`config.mk`:
```
export PLATFORM = sky130hd
export DESIGN_NAME = bbp_core
export DESIGN_NICKNAME = d
export VERILOG_FILES = /design/src/bbp_pkg.sv /design/src/bbp_bit_ram.sv /design/src/bbp_core.sv
export SDC_FILE = /design/constraint.sdc
export NUM_CORES = 1
export LEC_CHECK = 0
export ABC_AREA = 1
export BUFFER_PORTS_ARGS = -buffer_cell sky130_fd_sc_hd__buf_2
export CELL_PAD_IN_SITES_DETAIL_PLACEMENT = 2
export CELL_PAD_IN_SITES_GLOBAL_PLACEMENT = 2
export CORE_ASPECT_RATIO = 1.2
export CORE_MARGIN = 10
export CORE_UTILIZATION = 35
export DETAILED_ROUTE_END_ITERATION = 6
export GPL_ROUTABILITY_DRIVEN = 0
export HOLD_SLACK_MARGIN = 0.05
export PLACE_DENSITY_LB_ADDON = 0.05
export SETUP_SLACK_MARGIN = 0.1
export SYNTH_ARGS = -nofsm -noshare
export SYNTH_HDL_FRONTEND = slang
export SYNTH_SLANG_ARGS = --single-unit
```
`constraint.sdc`:
```
create_clock -name i_clk_sys -period 9.1 [get_ports i_clk_sys]
set_input_delay 0.91 -clock i_clk_sys [delete_from_list [all_inputs] [get_ports i_clk_sys]]
set_output_delay 0.91 -clock i_clk_sys [all_outputs]
set_load 0.005 [all_outputs]
```
`src/bbp_pkg.sv`:
```
// What this block does
// [RULE1] carry sits in status bit 7, set by arithmetic and by software writes
// [RULE2] half carry follows carry or borrow out of bit 3 on add or subtract
// [RULE3] status bit 5 is a user flag, hardware never changes it
// [RULE4] two bank bits pick one of four eight-byte register banks
// [RULE5] overflow bit is set or cleared by arithmetic signed overflow
// [RULE6] parity bit refreshed every cycle for even parity with the accumulator
// [RULE7] port three bits 7 and 6 pulse low for external reads and writes
// [RULE8] edge flags set on detected falling edge, cleared when serviced
// [RULE9] type bit set selects falling edge, cleared selects low level
// [RULE10] timer wrap flags set on overflow, cleared when serviced
// [RULE11] timer run bits start and stop their timers
// [RULE12] with filter set, frames whose ninth bit is zero are discarded
// [RULE13] receive enable bit gates serial reception
// [RULE14] transmit ninth bit supplies the ninth data bit in nine-bit mode
// [RULE15] global enable cleared blocks every interrupt
// [RULE16] five enable bits gate serial, timer 1, pin 1, timer 0, pin 0
// [RULE17] five priority bits give high priority when set
// [RULE18] software keeps away from unimplemented addresses and reserved bits
// [RULE19] set, clear, invert any bit or the carry in one instruction cycle
// [RULE20] bit to carry takes one cycle, carry to bit takes two
// [RULE21] and/or combine carry with bit or its inverse, source untouched
// [RULE22] byte writes to the status word also change the carry
// [RULE23] bit addresses 0 to 127 select bits of the 16-byte bit RAM
// [RULE24] bit addresses 128 to 255 select register bits by address and position
// [RULE25] reserved status, enable and priority bits hold nothing, read zero
package bbp_pkg;
	localparam logic [7:0] PSW_ADDR = 8'hD0;
	localparam logic [7:0] P3_ADDR = 8'hB0;
	localparam logic [7:0] TIMER_CONTROL_ADDR = 8'h88;
	localparam logic [7:0] SERIAL_CONTROL_ADDR = 8'h98;
	localparam logic [7:0] IE_ADDR = 8'hA8;
	localparam logic [7:0] IP_ADDR = 8'hB8;
	localparam int PSW_CARRY = 7;
	localparam int PSW_HALF = 6;
	localparam int PSW_USER = 5;
	localparam int PSW_BANK_LO = 3;
	localparam int PSW_RANGE = 2;
	localparam int PSW_PARITY = 0;
	localparam int TIMER_CONTROL_TF1 = 7;
	localparam int TIMER_CONTROL_TF0 = 5;
	localparam int TIMER_CONTROL_TR0 = 4;
	localparam int TIMER_CONTROL_IE1 = 3;
	localparam int TIMER_CONTROL_IT1 = 2;
	localparam int TIMER_CONTROL_IE0 = 1;
	localparam int TIMER_CONTROL_IT0 = 0;
	localparam int IE_GLOBAL = 7;
	localparam int P3_RD_STROBE = 7;
	localparam int P3_WR_STROBE = 6;
	localparam logic [7:0] PSW_IMPL = 8'hFD;
	localparam logic [7:0] IE_IMPL = 8'h9F;
	localparam logic [7:0] IP_IMPL = 8'h1F;
	localparam logic [7:0] PSW_RESET = 8'h00;
	localparam logic [7:0] P3_RESET = 8'hFF;
	localparam logic [7:0] TIMER_CONTROL_RESET = 8'h00;
	localparam logic [7:0] SERIAL_CONTROL_RESET = 8'h00;
	localparam logic [7:0] IE_RESET = 8'h00;
	localparam logic [7:0] IP_RESET = 8'h00;
	localparam int SRC_EXT0 = 0;
	localparam int SRC_T0 = 1;
	localparam int SRC_EXT1 = 2;
	localparam int SRC_T1 = 3;
	localparam int INSTR_CLKS = 2;
	localparam logic [1:0] STALL_LAST = 2'(INSTR_CLKS - 1);

	typedef enum logic [3:0] {
		bbp_no_op = 4'h0,
		bbp_carry_set_op = 4'h1,
		bbp_carry_clear_op = 4'h2,
		bbp_carry_invert_op = 4'h3,
		bbp_bit_set_op = 4'h4,
		bbp_bit_clear_op = 4'h5,
		bbp_bit_invert_op = 4'h6,
		bbp_bit_copy_op = 4'h7,
		bbp_carry_copy_op = 4'h8,
		bbp_carry_and_op = 4'h9,
		bbp_carry_and_not_op = 4'hA,
		bbp_carry_or_op = 4'hB,
		bbp_carry_or_not_op = 4'hC
	} bbp_op_type;

	typedef enum logic [1:0] {
		bbp_idle = 2'h0,
		bbp_fetch = 2'h1,
		bbp_stall = 2'h3,
		bbp_commit = 2'h2
	} bbp_state_type;

	typedef enum logic [2:0] {
		bbp_sfr_none, bbp_sfr_psw, bbp_sfr_p3, bbp_sfr_timer_control,
		bbp_sfr_serial_control, bbp_sfr_ie, bbp_sfr_ip
	} bbp_sfr_type;

	typedef struct packed {
		bbp_op_type op;
		logic [7:0] addr;
	} bbp_req_type;

	typedef struct packed {
		logic valid;
		logic upd_aux;
		logic carry;
		logic half_carry;
		logic range_err;
	} bbp_arith_type;

	typedef struct packed {
		logic serial_mode_bit_a;
		logic serial_mode_bit_b;
		logic multiproc_filter_bit;
		logic rx_enable;
		logic tx_ninth_bit;
		logic rx_ninth_bit;
		logic tx_done_flag;
		logic rx_done_flag;
	} bbp_serial_ctl_type;

	typedef struct packed {
		logic [4:0] req;
		logic [4:0] high;
	} bbp_irq_type;
endpackage

```
`src/bbp_bit_ram.sv`:
```
`timescale 1ns/1ps
module bbp_bit_ram (
	input wire logic i_clk_sys, // core clock
	input wire logic i_rst, // async reset, high
	input wire logic i_wr_en, // write one bit
	input wire logic [6:0] i_wr_addr, // bit to write
	input wire logic i_wr_data, // value written
	input wire logic [6:0] i_rd_addr, // bit to read
	output logic o_rd_data // registered read bit
);
	logic [127:0] bits;

	// bit n lives in byte n/8, position n%8, so a flat vector matches
	always_ff @(posedge i_clk_sys or posedge i_rst) begin
		if (i_rst) begin
			bits <= 128'h0;
			o_rd_data <= 1'b0;
		end else begin
			if (i_wr_en)
				bits[i_wr_addr] <= i_wr_data; // [RULE23]
			o_rd_data <= bits[i_rd_addr];
		end
	end
endmodule

```
`src/bbp_core.sv`:
```
`timescale 1ns/1ps
module bbp_core (
	input wire logic i_clk_sys, // 20 MHz core clock
	input wire logic i_rst, // async reset, high
	input wire logic i_req_valid, // bit operation request
	input wire bbp_pkg::bbp_req_type i_req, // operation and bit address
	output logic o_busy, // operation in progress
	output logic o_done, // one-cycle completion pulse
	output logic o_bit_value, // result of last operation
	input wire bbp_pkg::bbp_arith_type i_arith, // flags from the byte alu
	input wire logic [7:0] i_acc, // accumulator for parity
	input wire logic i_sfr_wr, // byte register write
	input wire logic i_sfr_rd, // byte register read
	input wire logic [7:0] i_sfr_addr, // byte register address
	input wire logic [7:0] i_sfr_wdata, // byte write data
	output logic [7:0] o_sfr_rdata, // byte read data
	input wire logic [1:0] i_timer_wrap, // timer overflow pulses
	input wire logic [1:0] i_ext_irq_pins, // external interrupt pins
	input wire logic [4:0] i_irq_ack, // interrupt serviced, one-hot
	input wire logic i_tx_done, // serial transmit finished
	input wire logic i_rx_frame, // serial frame received
	input wire logic i_rx_ninth, // ninth bit of that frame
	output logic o_rx_accept, // frame accepted pulse
	input wire logic i_xmem_rd, // external data read cycle
	input wire logic i_xmem_wr, // external data write cycle
	input wire logic [7:0] i_port3_pins, // port three pin levels
	output logic [7:0] o_port3, // port three drive levels
	output logic [7:0] o_status_word, // status word
	output logic [7:0] o_bank_base, // working register bank base
	output logic [1:0] o_timer_run, // timer run controls
	output bbp_pkg::bbp_serial_ctl_type o_serial_ctl, // serial control
	output bbp_pkg::bbp_irq_type o_irq // gated requests, priority
);
	////////////////////////////////////////////////////////////////
	function automatic bbp_pkg::bbp_sfr_type sfr_of(input logic [7:0] a);
		case (a)
			bbp_pkg::PSW_ADDR: return bbp_pkg::bbp_sfr_psw;
			bbp_pkg::P3_ADDR: return bbp_pkg::bbp_sfr_p3;
			bbp_pkg::TIMER_CONTROL_ADDR: return bbp_pkg::bbp_sfr_timer_control;
			bbp_pkg::SERIAL_CONTROL_ADDR: return bbp_pkg::bbp_sfr_serial_control;
			bbp_pkg::IE_ADDR: return bbp_pkg::bbp_sfr_ie;
			bbp_pkg::IP_ADDR: return bbp_pkg::bbp_sfr_ip;
			default: return bbp_pkg::bbp_sfr_none;
		endcase
	endfunction

	function automatic logic [7:0] sfr_value(
		input bbp_pkg::bbp_sfr_type s,
		input logic [7:0] psw_v,
		input logic [7:0] p3_v,
		input logic [7:0] timer_control_v,
		input logic [7:0] serial_control_v,
		input logic [7:0] ie_v,
		input logic [7:0] ip_v
	);
		case (s)
			bbp_pkg::bbp_sfr_psw: return psw_v;
			bbp_pkg::bbp_sfr_p3: return p3_v;
			bbp_pkg::bbp_sfr_timer_control: return timer_control_v;
			bbp_pkg::bbp_sfr_serial_control: return serial_control_v;
			bbp_pkg::bbp_sfr_ie: return ie_v;
			bbp_pkg::bbp_sfr_ip: return ip_v;
			default: return 8'h00;
		endcase
	endfunction

	function automatic logic [7:0] merge(input logic [7:0] old,
		input logic hit, input logic [7:0] mask, input logic [7:0] data);
		return hit ? ((old & ~mask) | (data & mask)) : old;
	endfunction

	////////////////////////////////////////////////////////////////
	bbp_pkg::bbp_state_type state;
	bbp_pkg::bbp_state_type next_state;
	bbp_pkg::bbp_req_type cur;
	logic [1:0] stall_cnt;
	logic operand;
	logic [7:0] program_status_word;
	logic [7:0] p3_latch;
	logic [7:0] timer_control;
	bbp_pkg::bbp_serial_ctl_type serial_control;
	logic [7:0] ie;
	logic [7:0] ip;
	logic [1:0] pin_q;
	logic ram_q;

	wire take = (state == bbp_pkg::bbp_idle) && i_req_valid;
	wire cur_ram = !cur.addr[7]; // [RULE23]
	wire bbp_pkg::bbp_sfr_type cur_sfr = sfr_of({cur.addr[7:3], 3'h0}); // [RULE24]
	wire [7:0] cur_mask = 8'h01 << cur.addr[2:0];
	wire [7:0] cur_byte = sfr_value(cur_sfr, program_status_word, p3_latch, timer_control, serial_control,
		ie, ip);
	wire sfr_bit = |(cur_byte & cur_mask);
	wire carry = program_status_word[bbp_pkg::PSW_CARRY];
	// four-clock class: carry to bit and the and/or forms
	wire cur_long = (cur.op == bbp_pkg::bbp_carry_copy_op) ||
		(cur.op == bbp_pkg::bbp_carry_and_op) ||
		(cur.op == bbp_pkg::bbp_carry_and_not_op) ||
		(cur.op == bbp_pkg::bbp_carry_or_op) ||
		(cur.op == bbp_pkg::bbp_carry_or_not_op); // [RULE20]

	////////////////////////////////////////////////////////////////
	// operation result and its destination
	logic result;
	logic to_carry;
	always_comb begin
		result = 1'b0;
		to_carry = 1'b1;
		case (cur.op)
			bbp_pkg::bbp_carry_set_op: result = 1'b1; // [RULE19]
			bbp_pkg::bbp_carry_clear_op: result = 1'b0;
			bbp_pkg::bbp_carry_invert_op: result = !carry;
			bbp_pkg::bbp_bit_copy_op: result = operand; // [RULE20]
			// source bit is only read, never written back
			bbp_pkg::bbp_carry_and_op: result = carry & operand; // [RULE21]
			bbp_pkg::bbp_carry_and_not_op: result = carry & !operand;
			bbp_pkg::bbp_carry_or_op: result = carry | operand;
			bbp_pkg::bbp_carry_or_not_op: result = carry | !operand;
			bbp_pkg::bbp_bit_set_op: begin
				result = 1'b1; // [RULE19]
				to_carry = 1'b0;
			end
			bbp_pkg::bbp_bit_clear_op: begin
				result = 1'b0;
				to_carry = 1'b0;
			end
			bbp_pkg::bbp_bit_invert_op: begin
				result = !operand;
				to_carry = 1'b0;
			end
			bbp_pkg::bbp_carry_copy_op: begin
				result = carry; // [RULE20]
				to_carry = 1'b0;
			end
			default: to_carry = 1'b0;
		endcase
	end

	wire commit = (state == bbp_pkg::bbp_commit) &&
		(cur.op != bbp_pkg::bbp_no_op);
	wire ram_wr = commit && !to_carry && cur_ram;
	// bit writes to registers share the byte write port, masked to one bit
	wire w_bit = commit && (to_carry || !cur_ram);
	wire w_en = w_bit || i_sfr_wr;
	wire bbp_pkg::bbp_sfr_type w_sfr = !w_bit ? sfr_of(i_sfr_addr) :
		to_carry ? bbp_pkg::bbp_sfr_psw : cur_sfr;
	wire [7:0] w_mask = !w_bit ? 8'hFF :
		to_carry ? (8'h01 << bbp_pkg::PSW_CARRY) : cur_mask;
	wire [7:0] w_data = w_bit ? {8{result}} : i_sfr_wdata;
	wire hit_psw = w_en && (w_sfr == bbp_pkg::bbp_sfr_psw);
	wire hit_p3 = w_en && (w_sfr == bbp_pkg::bbp_sfr_p3);
	wire hit_timer_control = w_en && (w_sfr == bbp_pkg::bbp_sfr_timer_control);
	wire hit_serial_control = w_en && (w_sfr == bbp_pkg::bbp_sfr_serial_control);
	wire hit_ie = w_en && (w_sfr == bbp_pkg::bbp_sfr_ie);
	wire hit_ip = w_en && (w_sfr == bbp_pkg::bbp_sfr_ip);

	////////////////////////////////////////////////////////////////
	// status word: arithmetic first, then software or bit writes on top
	logic [7:0] psw_arith;
	always_comb begin
		psw_arith = program_status_word;
		if (i_arith.valid) begin
			psw_arith[bbp_pkg::PSW_CARRY] = i_arith.carry; // [RULE1]
			if (i_arith.upd_aux) begin
				psw_arith[bbp_pkg::PSW_HALF] = i_arith.half_carry; // [RULE2]
				psw_arith[bbp_pkg::PSW_RANGE] = i_arith.range_err; // [RULE5]
			end
		end
	end
	// byte writes land on the carry too; parity is never software owned
	wire [7:0] psw_w = merge(psw_arith, hit_psw, w_mask, w_data); // [RULE22]
	wire [7:0] next_psw = {psw_w[7:2] & bbp_pkg::PSW_IMPL[7:2], 1'b0,
		^i_acc}; // [RULE6] [RULE25]
	wire [7:0] next_bank_base = {3'h0, next_psw[4:3], 3'h0}; // [RULE4]

	////////////////////////////////////////////////////////////////
	// timer control: hardware sets win over any clear in the same cycle
	wire [7:0] timer_control_w = merge(timer_control, hit_timer_control, w_mask, w_data);
	wire [1:0] pin_fall = pin_q & ~i_ext_irq_pins;
	wire [1:0] trig_edge = {timer_control_w[bbp_pkg::TIMER_CONTROL_IT1],
		timer_control_w[bbp_pkg::TIMER_CONTROL_IT0]}; // [RULE9]
	wire [1:0] ext_ack = {i_irq_ack[bbp_pkg::SRC_EXT1],
		i_irq_ack[bbp_pkg::SRC_EXT0]};
	wire [1:0] tmr_ack = {i_irq_ack[bbp_pkg::SRC_T1],
		i_irq_ack[bbp_pkg::SRC_T0]};
	wire [1:0] old_edge = {timer_control_w[bbp_pkg::TIMER_CONTROL_IE1],
		timer_control_w[bbp_pkg::TIMER_CONTROL_IE0]};
	wire [1:0] old_wrap = {timer_control_w[bbp_pkg::TIMER_CONTROL_TF1],
		timer_control_w[bbp_pkg::TIMER_CONTROL_TF0]};
	// level mode tracks the pin, so servicing cannot clear it
	wire [1:0] next_edge = (trig_edge & ((old_edge & ~ext_ack) | pin_fall)) |
		(~trig_edge & ~i_ext_irq_pins); // [RULE8] [RULE9]
	wire [1:0] next_wrap = (old_wrap & ~tmr_ack) | i_timer_wrap; // [RULE10]
	wire [7:0] next_timer_control = {next_wrap[1], timer_control_w[6], next_wrap[0],
		timer_control_w[4], next_edge[1], timer_control_w[2], next_edge[0], timer_control_w[0]};

	////////////////////////////////////////////////////////////////
	// serial control and receive filter
	wire bbp_pkg::bbp_serial_ctl_type serial_control_w = merge(serial_control, hit_serial_control, w_mask,
		w_data);
	wire rx_take = i_rx_frame && serial_control.rx_enable &&
		!(serial_control.multiproc_filter_bit && !i_rx_ninth); // [RULE12] [RULE13]
	bbp_pkg::bbp_serial_ctl_type next_serial_control;
	always_comb begin
		next_serial_control = serial_control_w;
		if (rx_take) begin
			next_serial_control.rx_ninth_bit = i_rx_ninth;
			next_serial_control.rx_done_flag = 1'b1;
		end
		if (i_tx_done)
			next_serial_control.tx_done_flag = 1'b1;
	end

	////////////////////////////////////////////////////////////////
	// interrupt gating
	wire [7:0] next_ie = merge(ie, hit_ie, w_mask, w_data) &
		bbp_pkg::IE_IMPL; // [RULE25]
	wire [7:0] next_ip = merge(ip, hit_ip, w_mask, w_data) &
		bbp_pkg::IP_IMPL; // [RULE25]
	wire [4:0] pending = {next_serial_control.tx_done_flag | next_serial_control.rx_done_flag,
		next_timer_control[bbp_pkg::TIMER_CONTROL_TF1], next_timer_control[bbp_pkg::TIMER_CONTROL_IE1],
		next_timer_control[bbp_pkg::TIMER_CONTROL_TF0], next_timer_control[bbp_pkg::TIMER_CONTROL_IE0]};
	wire [4:0] next_req = pending & next_ie[4:0] &
		{5{next_ie[bbp_pkg::IE_GLOBAL]}}; // [RULE15] [RULE16]

	// port three: latch drive, strobes pull their pins low
	wire [7:0] next_p3 = merge(p3_latch, hit_p3, w_mask, w_data);
	wire [7:0] strobe_n = ~({i_xmem_rd, i_xmem_wr, 6'h00}); // [RULE7]

	////////////////////////////////////////////////////////////////
	always_comb begin
		case (state)
			bbp_pkg::bbp_idle:
				next_state = take ? bbp_pkg::bbp_fetch : bbp_pkg::bbp_idle;
			bbp_pkg::bbp_fetch:
				next_state = cur_long ? bbp_pkg::bbp_stall :
					bbp_pkg::bbp_commit;
			bbp_pkg::bbp_stall:
				next_state = (stall_cnt == bbp_pkg::STALL_LAST) ?
					bbp_pkg::bbp_commit : bbp_pkg::bbp_stall;
			bbp_pkg::bbp_commit: next_state = bbp_pkg::bbp_idle;
			default: next_state = bbp_pkg::bbp_idle;
		endcase
	end

	bbp_bit_ram u_ram (
		.i_clk_sys(i_clk_sys),
		.i_rst(i_rst),
		.i_wr_en(ram_wr),
		.i_wr_addr(cur.addr[6:0]),
		.i_wr_data(result),
		.i_rd_addr(i_req.addr[6:0]),
		.o_rd_data(ram_q)
	);

	always_ff @(posedge i_clk_sys or posedge i_rst) begin
		if (i_rst) begin
			state <= bbp_pkg::bbp_idle;
			cur <= '0;
			stall_cnt <= 2'h0;
			operand <= 1'b0;
			o_busy <= 1'b0;
			o_done <= 1'b0;
			o_bit_value <= 1'b0;
		end else begin
			state <= next_state;
			o_busy <= next_state != bbp_pkg::bbp_idle;
			o_done <= commit;
			if (take)
				cur <= i_req;
			if (state == bbp_pkg::bbp_fetch)
				operand <= cur_ram ? ram_q : sfr_bit;
			stall_cnt <= (state == bbp_pkg::bbp_stall) ? stall_cnt + 2'h1 :
				2'h0;
			if (commit)
				o_bit_value <= result;
		end
	end

	always_ff @(posedge i_clk_sys or posedge i_rst) begin
		if (i_rst) begin
			program_status_word <= bbp_pkg::PSW_RESET;
			p3_latch <= bbp_pkg::P3_RESET;
			timer_control <= bbp_pkg::TIMER_CONTROL_RESET;
			serial_control <= bbp_pkg::SERIAL_CONTROL_RESET;
			ie <= bbp_pkg::IE_RESET;
			ip <= bbp_pkg::IP_RESET;
			pin_q <= 2'h3;
		end else begin
			program_status_word <= next_psw;
			p3_latch <= next_p3;
			timer_control <= next_timer_control;
			serial_control <= next_serial_control;
			ie <= next_ie;
			ip <= next_ip;
			pin_q <= i_ext_irq_pins;
		end
	end

	always_ff @(posedge i_clk_sys or posedge i_rst) begin
		if (i_rst) begin
			o_sfr_rdata <= 8'h00;
			o_rx_accept <= 1'b0;
			o_port3 <= bbp_pkg::P3_RESET;
			o_status_word <= bbp_pkg::PSW_RESET;
			o_bank_base <= 8'h00;
			o_timer_run <= 2'h0;
			o_serial_ctl <= bbp_pkg::SERIAL_CONTROL_RESET;
			o_irq <= '0;
		end else begin
			if (i_sfr_rd)
				o_sfr_rdata <= sfr_value(sfr_of(i_sfr_addr), program_status_word,
					i_port3_pins, timer_control, serial_control, ie, ip);
			o_rx_accept <= rx_take;
			o_port3 <= next_p3 & strobe_n;
			o_status_word <= next_psw;
			o_bank_base <= next_bank_base;
			o_timer_run <= {next_timer_control[6], next_timer_control[bbp_pkg::TIMER_CONTROL_TR0]}; // [RULE11]
			o_serial_ctl <= next_serial_control; // [RULE14]
			o_irq <= {next_req, next_ip[4:0]}; // [RULE17]
		end
	end

	////////////////////////////////////////////////////////////////
	wire short_take = take && !(i_req.op inside {bbp_pkg::bbp_carry_copy_op,
		bbp_pkg::bbp_carry_and_op, bbp_pkg::bbp_carry_and_not_op,
		bbp_pkg::bbp_carry_or_op, bbp_pkg::bbp_carry_or_not_op,
		bbp_pkg::bbp_no_op});
	wire long_take = take && (i_req.op inside {bbp_pkg::bbp_carry_copy_op,
		bbp_pkg::bbp_carry_and_op, bbp_pkg::bbp_carry_and_not_op,
		bbp_pkg::bbp_carry_or_op, bbp_pkg::bbp_carry_or_not_op});
endmodule

```
### Yosys cells after proc, flatten, opt, wreduce, memory -nomap -nowiden

Index checks and enable logic that the tools add are counted.

* word-level logic and storage cells: 188
* bits in registers: 219
* output and inout port bits: 56

* order comparisons: 3
* equal/unequal tests: 45
* reductions and logical operators: 35
* shifts and indexed selects: 1
* muxes and demuxes: 36
* bitwise logic cells: 36
* add/sub/neg operators: 1

Operator list (number)
* $bwmux W128: 1
* $pmux W8 S6: 2
* $and A8 B8 Y8: 8
* $mux W8: 7
* $eq A8 B8 Y1 const B: 6
* $or A8 B8 Y8: 5
* $pmux W3 S6: 2
* $eq A5 B5 Y1 const B: 6
* $eq A3 B3 Y1 const B: 9
* $eq A4 B4 Y1 const B: 5
* $eq A3 B2 Y1 const B: 6
* $lt A7 B8 Y1 const B: 2
* $not A8 Y8: 2
* $reduce_or A8 Y1: 2
* $and A5 B5 Y5: 3
* $logic_and A1 B1 Y1: 15
* $mux W1: 13
* $eq A4 B3 Y1 const B: 3
* $mux W3: 4
* $and A2 B2 Y2: 5
* $eq A3 B1 Y1 const B: 3
* $pmux W1 S9: 1
* $eq A4 B2 Y1 const B: 2
* $not A2 Y2: 4
* 22 further kinds: 41

### Depth between registers and ports, before layout

Gate-level depths: netlist (run 1).

* depth in word-level cells: 16
* gate-level depth with buffers: 18

### Cells and area by module

Synthesis (run 1) repeated with hierarchy kept, for this count alone.

* cell total of the unflattened synthesis: 1484
* area total of the unflattened synthesis: 11586.1 um^2

Modules (own cells, without submodules)
* bbp_bit_ram: times used 1, cells each 820, area an instance 6721.4 um^2
* bbp_core: times used 1, cells each 664, area an instance 4864.7 um^2

### Worst setup path before layout (run 1)

OpenSTA, ideal clock, no wires.

* kind: input port to flip-flop
* start: input port i_sfr_addr[0]
* end: register o_bank_base[3]
* setup time: 0.127 ns
* path buffers: 0
* data arrival time: 2.303 ns
* stages on the path: 13
* data required time: 8.973 ns
* slack: 6.670 ns
* path through: inv_1 nand2_1 inv_1 nand2_1 nor2_2 nor2_1 nand2_1 nand2_2 inv_2 nand2_4 nor2_2 nand2_1 mux2_1

* longest elaborated chain between the ends: 6

Ends and longest elaborated chain
* from (decl): RTL line bbp_core.sv:14 `input wire logic [7:0] i_sfr_addr,`
* $eq A8 B8 Y1: RTL line bbp_core.sv:36 `case (a)`
* $pmux W3 S6 (*): RTL line bbp_core.sv:36
* $mux W3 (*): RTL line bbp_core.sv:145 `wire bbp_pkg::bbp_sfr_type w_sfr = !w_bit ? sfr_of(i_sfr_addr) :`
* $eq A3 B1 Y1 (*): RTL line bbp_core.sv:150 `wire hit_psw = w_en && (w_sfr == bbp_pkg::bbp_sfr_psw);`
* $logic_and A1 B1 Y1 (*): RTL line bbp_core.sv:150
* $mux W8 (*): RTL line bbp_core.sv:69 `return hit ? ((old & ~mask) | (data & mask)) : old;`
* to (signal assigned): RTL line bbp_core.sv:317 `o_bank_base <= next_bank_base;`
* to (decl): RTL line bbp_core.sv:29 `output logic [7:0] o_bank_base,`

Mark *: on every way between the ends. The rest lies on a longest branch, timed or not.
A chain may end at the register's enable or synchronous reset.

### Worst setup path after layout (run 1)

* start: register cur[11] in the netlist's numbering
* end: register u_ram.bits[4]

* longest elaborated chain between the ends: 6

Ends and longest elaborated chain
* from (decl): RTL line bbp_core.sv:75 `bbp_pkg::bbp_req_type cur;`
* from (signal assigned): RTL line bbp_core.sv:270 `cur <= i_req;`
* $eq A4 B4 Y1, or another cell as far along: RTL line bbp_core.sv:109 `case (cur.op)`
* $reduce_or A8 Y1 (no line)
* $mux W1: RTL line bbp_core.sv:109
* $logic_not A1 Y1: RTL line bbp_core.sv:141 `wire ram_wr = commit && !to_carry && cur_ram;`
* $logic_and A1 B1 Y1 (2 in a row): RTL line bbp_core.sv:141
* to (signal, indexed assignment): RTL line bbp_bit_ram.sv:20 `bits[i_wr_addr] <= i_wr_data;`
* to (decl): RTL line bbp_bit_ram.sv:11 `logic [127:0] bits;`

Parallel ways exist; a longest one is shown, timed or not.

==> flow_summary.yaml, run 1 <==
critical_path:
  arrival_ps: 3420
  crit_fanout: 68
  start_kind: "register"
  cp.required_ps: 9530
  r2r_slack_ps: 6110
  crit_type: "register to register"
  critPathCaptureType: "register"
floorplanning:
  die-area_sq_um: 40200
  dieWidth_um: 185
  dieHeight_um: 218
  io_pins: 124
  initial_core_util: 0.355
  rows: 72
  coreArea_sq_um: 32200
finish:
  diodes: 0
  post-route-util: 0.407
  syn_to_final_growth_pct: 14.8
  finalNetCount: 1648
  drive_gt1_frac: 0.144
detailed_routing:
  drc: 0
  drt_wl_total_um: 44200
  postRouteAntennaNets: 0
  drt_iter0_markers: 500
  first_pass_iters: 4
  wl_per_cell_um: 22.0
  vias: 10800
  via_per_inst: 5.39
power_and_ir_drop:
  p_clk_frac: 0.302
  p_per_area_nw_per_um2: 270
  seqPwrFrac: 0.360
  p_leak_nw: 6.04
  intPower_mw: 2.05
  swShare: 0.421
  peakVddDrop_uv: 177
  p_comb_frac: 0.339
  power_switching_mw: 1.49
global_route:
  gr-total-overflow: 0
  grt_max_degree: 133
  antenna_found_initial: 0
  use_met3: 0.0302
  globalRoute.busiestLayer: "met2"
  grt.total_usage: 0.221
  grt_util_met1: 0.262
  met2_usage: 0.410
  grt_pass1_vias: 12100
  grt_pass1_wl_um: 70000
run:
  cap_violations: 0
yosys:
  synth_top_family_by_area: "simple AND/OR/NAND/NOR gates"
  yosys.cell_types.count: 45
  synth.top_cells.by_area: "dfrtp_1, nand2_1, nor2_1, o21ai_0, o21a_1"
  synth_top_area_share: 0.432
  yosysTopAreaCell: "dfrtp_1"
  ys_warn_count: 0
  synth_cells: 1490
  synth_flop_cell: "dfrtp_1"
  synthArstFlopShare: 1.00
  yosys.area_share.adder: 0.00110
  yosys.area_share.simple: 0.236
  synth_seq_area_share: 0.460
  synthTopCellsByCount: "nand2_1, nor2_1, dfrtp_1"
  ys_ff_latch: 209
  synth-edff-count: 0
  yosys.area_share.xor_xnor: 0.00538
  postSynthAreaPerCell_sq_um: 7.65
  synth_compound_area_frac: 0.196
  synthMuxAreaShare: 0.0241
  syn_area_sq_um: 11400
  synth_most_common_cell: "nand2_1"
sta:
  tns_ps: 0
  rsz0062_at_grt: "false"
  clock.fmax_ghz: 0.334
  period_minus_slack_ps: 2990
  hold_viol_final: 0
  period_share: 0.329
  drv_slew: 0
  skew_ps: 19.2
  tightest_slew_ps: 1150
  relSlewSlack: 0.234
  finalSetupViolCount: 0
clocking:
  cts_buffers: 27
  cts.sinks: 209
  cts_tree: "built"
  postCtsSetupBuffers: 0
  cts_resized: 0
  cts-root-buf: "clkbuf_16"
  htree_num_levels: 1
  clockBufferDepth: 3
  cts-hold-fix-buffers: 0
  clock_latency_ps: 550
  clk_pin_slew_worst_paths_ps: 60
min_path:
  min_path_type: "register to register"
status:
  status: "finished clean"
place:
  hpwl_um: 30100
  io_buffers: 115
logic make-up after synthesis:
logic type | after synthesis
mux | 26
flops | 209
xor+xnor | 7
simple gates | 665
compound gates | 369
buf+inv | 212
other cells | 1
fa+ha+maj | 1
through the flow:
step	std cells	worst slack, ps	power [mW]	hold WS (ps)	cell area (sq um)
3_5_place_dp	1957	5830	2.50	438	12200
3_3_place_gp	1957	5830	2.47	419	12200
6_report	2006	6110	3.54	445	13100
5_1_grt	2006	5830	3.78	466	13100
2_1_floorplan	1496	2500	2.03	410	11400
4_1_cts	2006	6040	3.60	448	13100
layout make-up:
cell class                      count  area, sq um
Multi-Input combinational cell   1075         5300
Timing Repair Buffer              122          628
Fill cell                        3758        19100
Inverter                          144          551
Clock buffer                       41          768
Sequential cell                   209         5250
Tap cell                          407          509
Clock inverter                      8         93.8
power by group through the flow:
stage / clock (mW) / sequential [mW] / combinational (mW)
finish: 1.07 / 1.27 / 1.20
global route: 1.14 / 1.30 / 1.34
CTS: 1.10 / 1.27 / 1.22
detailed placement: 0 / 1.29 / 1.22
global placement: 0 / 1.28 / 1.19
floorplan: 0 / 1.23 / 0.800
critical path, stage by stage, from the launching register on:
cell	delay, ps
dfrtp_1	450
nor2_1	270
nor2_1	90
nand2_1	80
nand2_1	60
nand2_1	80
nor2_2	110
inv_2	650
buf_4	740
nand2_1	150
o21a_1	130
worst paths after layout:
path / start / end / depth (start not counted)
setup reg to reg: cur[11] / u_ram.bits[4] / 10
max in group asynchronous: i_rst / cur[2] / 3
min in group asynchronous: i_rst / o_sfr_rdata[4] / 2
hold / removal: stall_cnt[0] / stall_cnt[0] / 1
hold reg to reg: stall_cnt[0] / stall_cnt[0] / 1
setup / recovery: cur[11] / u_ram.bits[4] / 10
cells in the final DEF, fill, tap and decap left out, types with 4 or more instances in the layout:
cell type  instances
conb_1             7
o22ai_1           23
buf_4              7
nand2_1          350
buf_2            115
o2111ai_1          5
clkinv_2           5
a21oi_1           52
mux2i_1           14
nand3_1           29
o211ai_1          14
inv_2              9
nor2_2             9
inv_1            133
a22o_1             5
clkbuf_1          10
dfrtp_1          197
o21ai_1           10
mux2_2            11
nor3_1             9
nand2_2           10
o31ai_1            5
dfstp_2           12
clkbuf_16         27
o21ai_0          155
o21a_1            90
clkbuf_8           4
xnor2_1            6
nand4_1            7
nor2_1           236
registers in the layout, indices dropped and copies added (netlist names), 3 cells and up, named ones only:
register and count:
o_irq 5, o_status_word 4, o_sfr_rdata 8, u_ram.bits 128, o_serial_ctl 3, ie 6
o_port3 8, cur 12, timer_control 6
routing by layer:
| layer | vias up | share of wire | wire length (um) |
|---|---|---|---|
| met1 | 5592 | 0.42 | 18400 |
| met3 | 52 | 0.032 | 1430 |
| li1 | 5001 | - | - |
| met4 | 0 | 0.019 | 823 |
| met2 | 161 | 0.53 | 23500 |
| met5 | - | 0 | 0 |
Note: power is estimated with default switching activity, not from simulation.
==> run 2: changes to the inputs <==
CORE_UTILIZATION = 31   (was 35)
clock period = 2.5 ns   (was 9.1 ns; I/O delays follow)
==> run 2 against run 1 <==
Net effect: clock power grew to 3.6 times the previous value; utilization shrank 1.3 points; die area grew 12%; critical path depth grew 1; highest routed layer unchanged; first-iteration DRC count shrank 25%; critical endpoint is now o_irq[5]; global-route usage shrank 1.8 points.
==> flow_summary.yaml, run 2 (same netlist as run 1, synthesis figures left out) <==
global_route:
  grt.total_usage: 0.203
  antenna_found_initial: 0
  grt_pass1_vias: 12400
  grt_pass1_wl_um: 72500
  grt_max_degree: 81
  gr-total-overflow: 0
critical_path:
  r2r_cells: 11
  cp.required_ps: 2970
  crit_type: "register to register"
  arrival_ps: 2710
  crit_fanout: 7
  start_kind: "register"
  critPathCaptureType: "register"
floorplanning:
  dieHeight_um: 230
  die-area_sq_um: 44900
  io_pins: 124
  rows: 76
  coreArea_sq_um: 36100
  dieWidth_um: 195
  initial_core_util: 0.316
sta:
  skew_ps: 17.5
  period_minus_slack_ps: 2240
  relSlewSlack: 0.480
  finalSetupViolCount: 0
  period_share: 0.896
  rsz0062_at_grt: "true"
  drv_slew: 0
  tightest_slew_ps: 778
  clock.fmax_ghz: 0.447
  hold_viol_final: 0
detailed_routing:
  drt_iter0_markers: 373
  drt_wl_total_um: 46500
  first_pass_iters: 4
  vias: 11200
  drc: 0
  postRouteAntennaNets: 0
  wl_per_cell_um: 21.4
  via_per_inst: 5.15
finish:
  finalNonFillerCells: 2171
  largest_reg_flops: 128
  stdcell_area_sq_um: 14300
  final_cell_mix: "nand2_1, nor2_1, dfrtp_1, o21ai_0, inv_1"
  final_common_cell: "nand2_1"
  syn_to_final_growth_pct: 25.0
  top_regs: "u_ram.bits x128, cur x12"
  drive_gt1_frac: 0.198
  diodes: 0
  regMostFlops: "u_ram.bits"
  finalNetCount: 1752
clocking:
  htree_num_levels: 1
  clk_pin_slew_worst_paths_ps: 60
  cts.sinks: 209
  cts_tree: "built"
  clockBufferDepth: 3
  cts_buffers: 26
  cts-root-buf: "clkbuf_16"
  clock_latency_ps: 550
status:
  status: "finished clean"
power_and_ir_drop:
  p_leak_nw: 6.57
  p_per_area_nw_per_um2: 954
  swShare: 0.417
  seqPwrFrac: 0.342
  peakVddDrop_uv: 671
  p_comb_frac: 0.373
  intPower_mw: 7.93
  power_switching_mw: 5.67
  p_clk_frac: 0.285
place:
  place_area_sq_um: 13000
  io_buffers: 115
  dp.cells: 2089
  hpwl_um: 33300
run:
  cap_violations: 0
min_path:
  hold-path-cell-count: 4
  min_path_type: "primary input to register"
## run 2: cell count changes in the layout (fill, tap and decap cells not counted), sizes merged
| cell | change |
|---|---|
| buf | +80 |
| clkbuf | -1 |
| clkinv | +1 |
| clkinvlp | +2 |
| dlygate4sd3 | +24 |
| inv | -3 |
| nand2 | +1 |
## run 2: per-stage QoR
| stage | util | worst slack (ps) | TNS, ps | power (mW) | hold WS, ps |
|---|---|---|---|---|---|
| 3_5_place_dp | 0.359 | 25.2 | 0 | 9.60 | 375 |
| 6_report | 0.395 | 261 | 0 | 13.6 | 66.5 |
| 2_1_floorplan | - | -454 | -89520 | 7.38 | 254 |
| 3_3_place_gp | 0.359 | 125 | 0 | 9.47 | 366 |
| 5_1_grt | 0.395 | 82.8 | 0 | 14.5 | 100 |
| 4_1_cts | 0.391 | 109 | 0 | 13.6 | 52.2 |
## run 2: routing by layer
metal  vias to the layer above  share of wire  track usage
met3                        51          0.028       0.0256
met1                      5752           0.42        0.239
met4                         0          0.024       0.0545
met5                         -              0            0
li1                       5218              -            -
met2                       158           0.53        0.375
## run 2: final cells by class
| cell class | instances | area [sq um] |
|---|---|---|
| clock buffer | 40 | 764 |
| clock inverter | 8 | 92.6 |
| fill | 4208 | 21900 |
| inverter | 144 | 551 |
| multi-input combinational | 1076 | 5390 |
| sequential | 209 | 5250 |
| tap | 468 | 586 |
| timing repair buffer | 226 | 1620 |
## run 2: timing repair
action                     in CTS  in global routing
cloned                          0                  1
hold endpoints to repair       43                  0
setup buffers                   3                  6
hold buffers                   24                  0
setup endpoints to repair      21                 66
resized for setup               4                 31
pin swaps                       2                  5
## run 2: worst paths after layout
kind	from	endpoint	slack, ps
max in group asynchronous	i_rst	u_ram.bits[5]	1330
worst max register to register	cur[11]	o_irq[5]	260
worst min-delay path	i_port3_pins[2]	o_sfr_rdata[2]	70
worst min register to register	stall_cnt[0]	stall_cnt[0]	440
min in group asynchronous	i_rst	asynchronous set/reset pin	400
worst max-delay path	cur[11]	o_irq[5]	260
## run 2: power by group through the flow
stage	registers [mW]	logic (mW)	clock network, mW
after CTS	4.62	5.02	3.99
final	4.65	5.08	3.88
after detailed placement	4.67	4.93	0
after global routing	4.74	5.67	4.10
after floorplan	4.47	2.91	0
after global placement	4.64	4.82	0
## run 2: critical path, cell delays in order (launching register included)
cell and delay [ps]:
dfrtp_2 450, nand2_1 110, nand2_1 110, a21oi_4 290, inv_2 120, o21ai_4 310, nand4_1 280, nand2_1 160
nand2_2 80, nand2_1 60, nand2_1 70, a21oi_1 120
==> run 3: changes to the inputs <==
ABC_AREA = not set   (was 1)
CORE_UTILIZATION = 35   (was 31)
==> run 3 against run 2 <==
Net effect: register-to-register slack got worse by 650 ps; clock skew rose by 11 ps; combinational power rose by 92%; largest power group unchanged; critical path depth did not move; wire length rose by 37%; maximum frequency fell by 22%; clock power fell by 1%; flip-flop and latch count did not move; largest cell class unchanged; the flow now finishes with violations (setup timing).
==> flow_summary.yaml, run 3 <==
floorplanning:
  initial_core_util: 0.355
  rows: 70
  coreArea_sq_um: 30600
  dieWidth_um: 181
  die-area_sq_um: 38500
  dieHeight_um: 213
  io_pins: 124
detailed_routing:
  drt_iter0_markers: 852
  via_per_inst: 6.37
  wl_per_cell_um: 37.9
  postRouteAntennaNets: 0
  drt_wl_total_um: 63600
  first_pass_iters: 5
  drc: 0
  vias: 10700
finish:
  top_regs: "u_ram.bits x128, cur x12"
  diodes: 0
  n_fill_cell: 2667
  finalNonFillerCells: 1678
  final_common_cell: "dfrtp_1"
  syn_to_final_growth_pct: 64.5
  final_cell_mix: "dfrtp_1, buf_4, buf_2, o21ai_4, o31ai_2"
  drive_gt1_frac: 0.627
  largest_reg_flops: 128
  stdcell_area_sq_um: 17900
  finalNetCount: 1335
  regMostFlops: "u_ram.bits"
critical_path:
  r2r_cells: 11
  critPathBufInv: 3
  crit_path_frequent_cell: "buf_4"
  critPathCaptureType: "register"
  crit_type: "register to register"
  r2r_slack_ps: -390
  path_cells: "or4_4, nand4_4, o32ai_2, a22o_4, buf_4, nand3_4, mux2i_2, buf_4, buf_4, o21bai_2, a221oi_4"
  arrival_ps: 3320
  slowest_stage: "or4_4"
  start_kind: "register"
  crit_family: "compound AO/OA/AOI/OAI gates"
  cp.depth: 11
  crit_fanout: 5
  cp.required_ps: 2930
  slowest_delay_ps: 580
sta:
  drv_slew: 0
  clock.fmax_ghz: 0.346
  relSlewSlack: 0.137
  tightest_slew_ps: 1290
  rsz0062_at_grt: "true"
  period_minus_slack_ps: 2890
  skew_ps: 28.6
  period_share: 1.16
  hold_viol_final: 0
  fin_ws_ps: -389
  finalSetupViolCount: 174
place:
  io_buffers: 115
  place_area_sq_um: 12800
  dp.cells: 1529
  hpwl_um: 27200
yosys:
  synth_flop_cell: "dfrtp_1"
  synth_cells: 988
  synthTopCellsByCount: "dfrtp_1, o21ai_0, o31ai_1"
  ys_warn_count: 0
  synth.top_cells.by_area: "dfrtp_1, o31ai_1, mux4_2, o21ai_0, mux2_2"
  yosysTopAreaCell: "dfrtp_1"
  syn_area_sq_um: 10900
  synth_seq_area_share: 0.483
  synthArstFlopShare: 1.00
  ys_ff_latch: 209
  synth_most_common_cell: "dfrtp_1"
  yosys.cell_types.count: 75
  postSynthAreaPerCell_sq_um: 11.0
  synth-edff-count: 0
  synth_top_area_share: 0.454
global_route:
  grt.total_usage: 0.267
  grt_pass1_vias: 11400
  antenna_found_initial: 0
  grt_max_degree: 86
  grt_pass1_wl_um: 78000
  gr-total-overflow: 0
clocking:
  clockBufferDepth: 3
  cts_buffers: 24
  cts.sinks: 209
  clk_pin_slew_worst_paths_ps: 70
  clock_latency_ps: 560
  cts-root-buf: "clkbuf_16"
  cts_tree: "built"
  htree_num_levels: 1
power_and_ir_drop:
  peakVddDrop_uv: 1360
  p_per_area_nw_per_um2: 1040
  p_total_mw: 18.5
  p_leak_nw: 7.29
run:
  cap_violations: 0
status:
  violations: "setup timing"
  status: "complete, but fails checks"
min_path:
  min_path_type: "primary input to register"
  hold-path-cell-count: 2
run 3: cell families after synthesis:
group                    synth area share
AO/OA/AOI/OAI                       0.225
XOR/XNOR                          0.00565
adder cells (fa/ha/maj)           0.00115
buffers and inverters              0.0535
flip-flops                          0.483
multiplexers                        0.146
other                            0.000346
AND/OR/NAND/NOR                    0.0853
run 3: area by class of cell:
cell class              instances  area, sq um  share of cell area
flip-flops and latches        209         5250               0.294
clock buffers                  38          734              0.0411
inverters                      24          101             0.00568
multi-input cells             655         7760               0.435
well taps                     396          495              0.0278
repair buffers                352         3440               0.193
clock inverters                 4         70.1             0.00392
run 3: report_power, final:
part,internal [mW],switching [mW]
sequential,4.02,0.914
combinational,3.54,6.19
clock,2.21,1.63
run 3: final timing paths:
path / start / to
setup / recovery: cur[9] / o_irq[7]
hold / removal: i_sfr_rd / o_sfr_rdata[1]
setup reg to reg: cur[9] / o_irq[7]
hold reg to reg: stall_cnt[0] / stall_cnt[0]
max in group asynchronous: i_rst / u_ram.bits[23]
min in group asynchronous: i_rst / operand
run 3: worst reg2reg max path, cell delays in order, from the launching register on:
cell and delay [ps]:
dfrtp_1 440, or4_4 580, nand4_4 110, o32ai_2 120
a22o_4 310, buf_4 170, nand3_4 80, mux2i_2 260
buf_4 140, buf_4 110, o21bai_2 110, a221oi_4 330
run 3: routing by layer:
metal  track usage  share of wire
met1         0.300           0.37
met2         0.486           0.51
met3        0.0364          0.046
met4         0.133          0.071
met5             0              0
run 3: timing repair:
item / 4_1_cts / 5_1_grt
hold buffers: 30 / 0
setup endpoints to repair: 175 / 178
gates resized for setup: 437 / 262
hold endpoints to repair: 55 / 0
buffers inserted: 26 / 27
cloned: 25 / 1
pin swaps: 138 / 68
run 3: stage by stage:
stage,setup slack (ps),utilization,hold WS [ps],TNS [ps]
5_1_grt,-447,0.584,84.2,-37260
2_1_floorplan,-454,-,254,-89890
3_5_place_dp,-302,0.420,245,-21920
4_1_cts,-188,0.530,65.4,-6170
3_3_place_gp,-224,0.420,245,-6890
6_report,-389,0.584,67.4,-28820
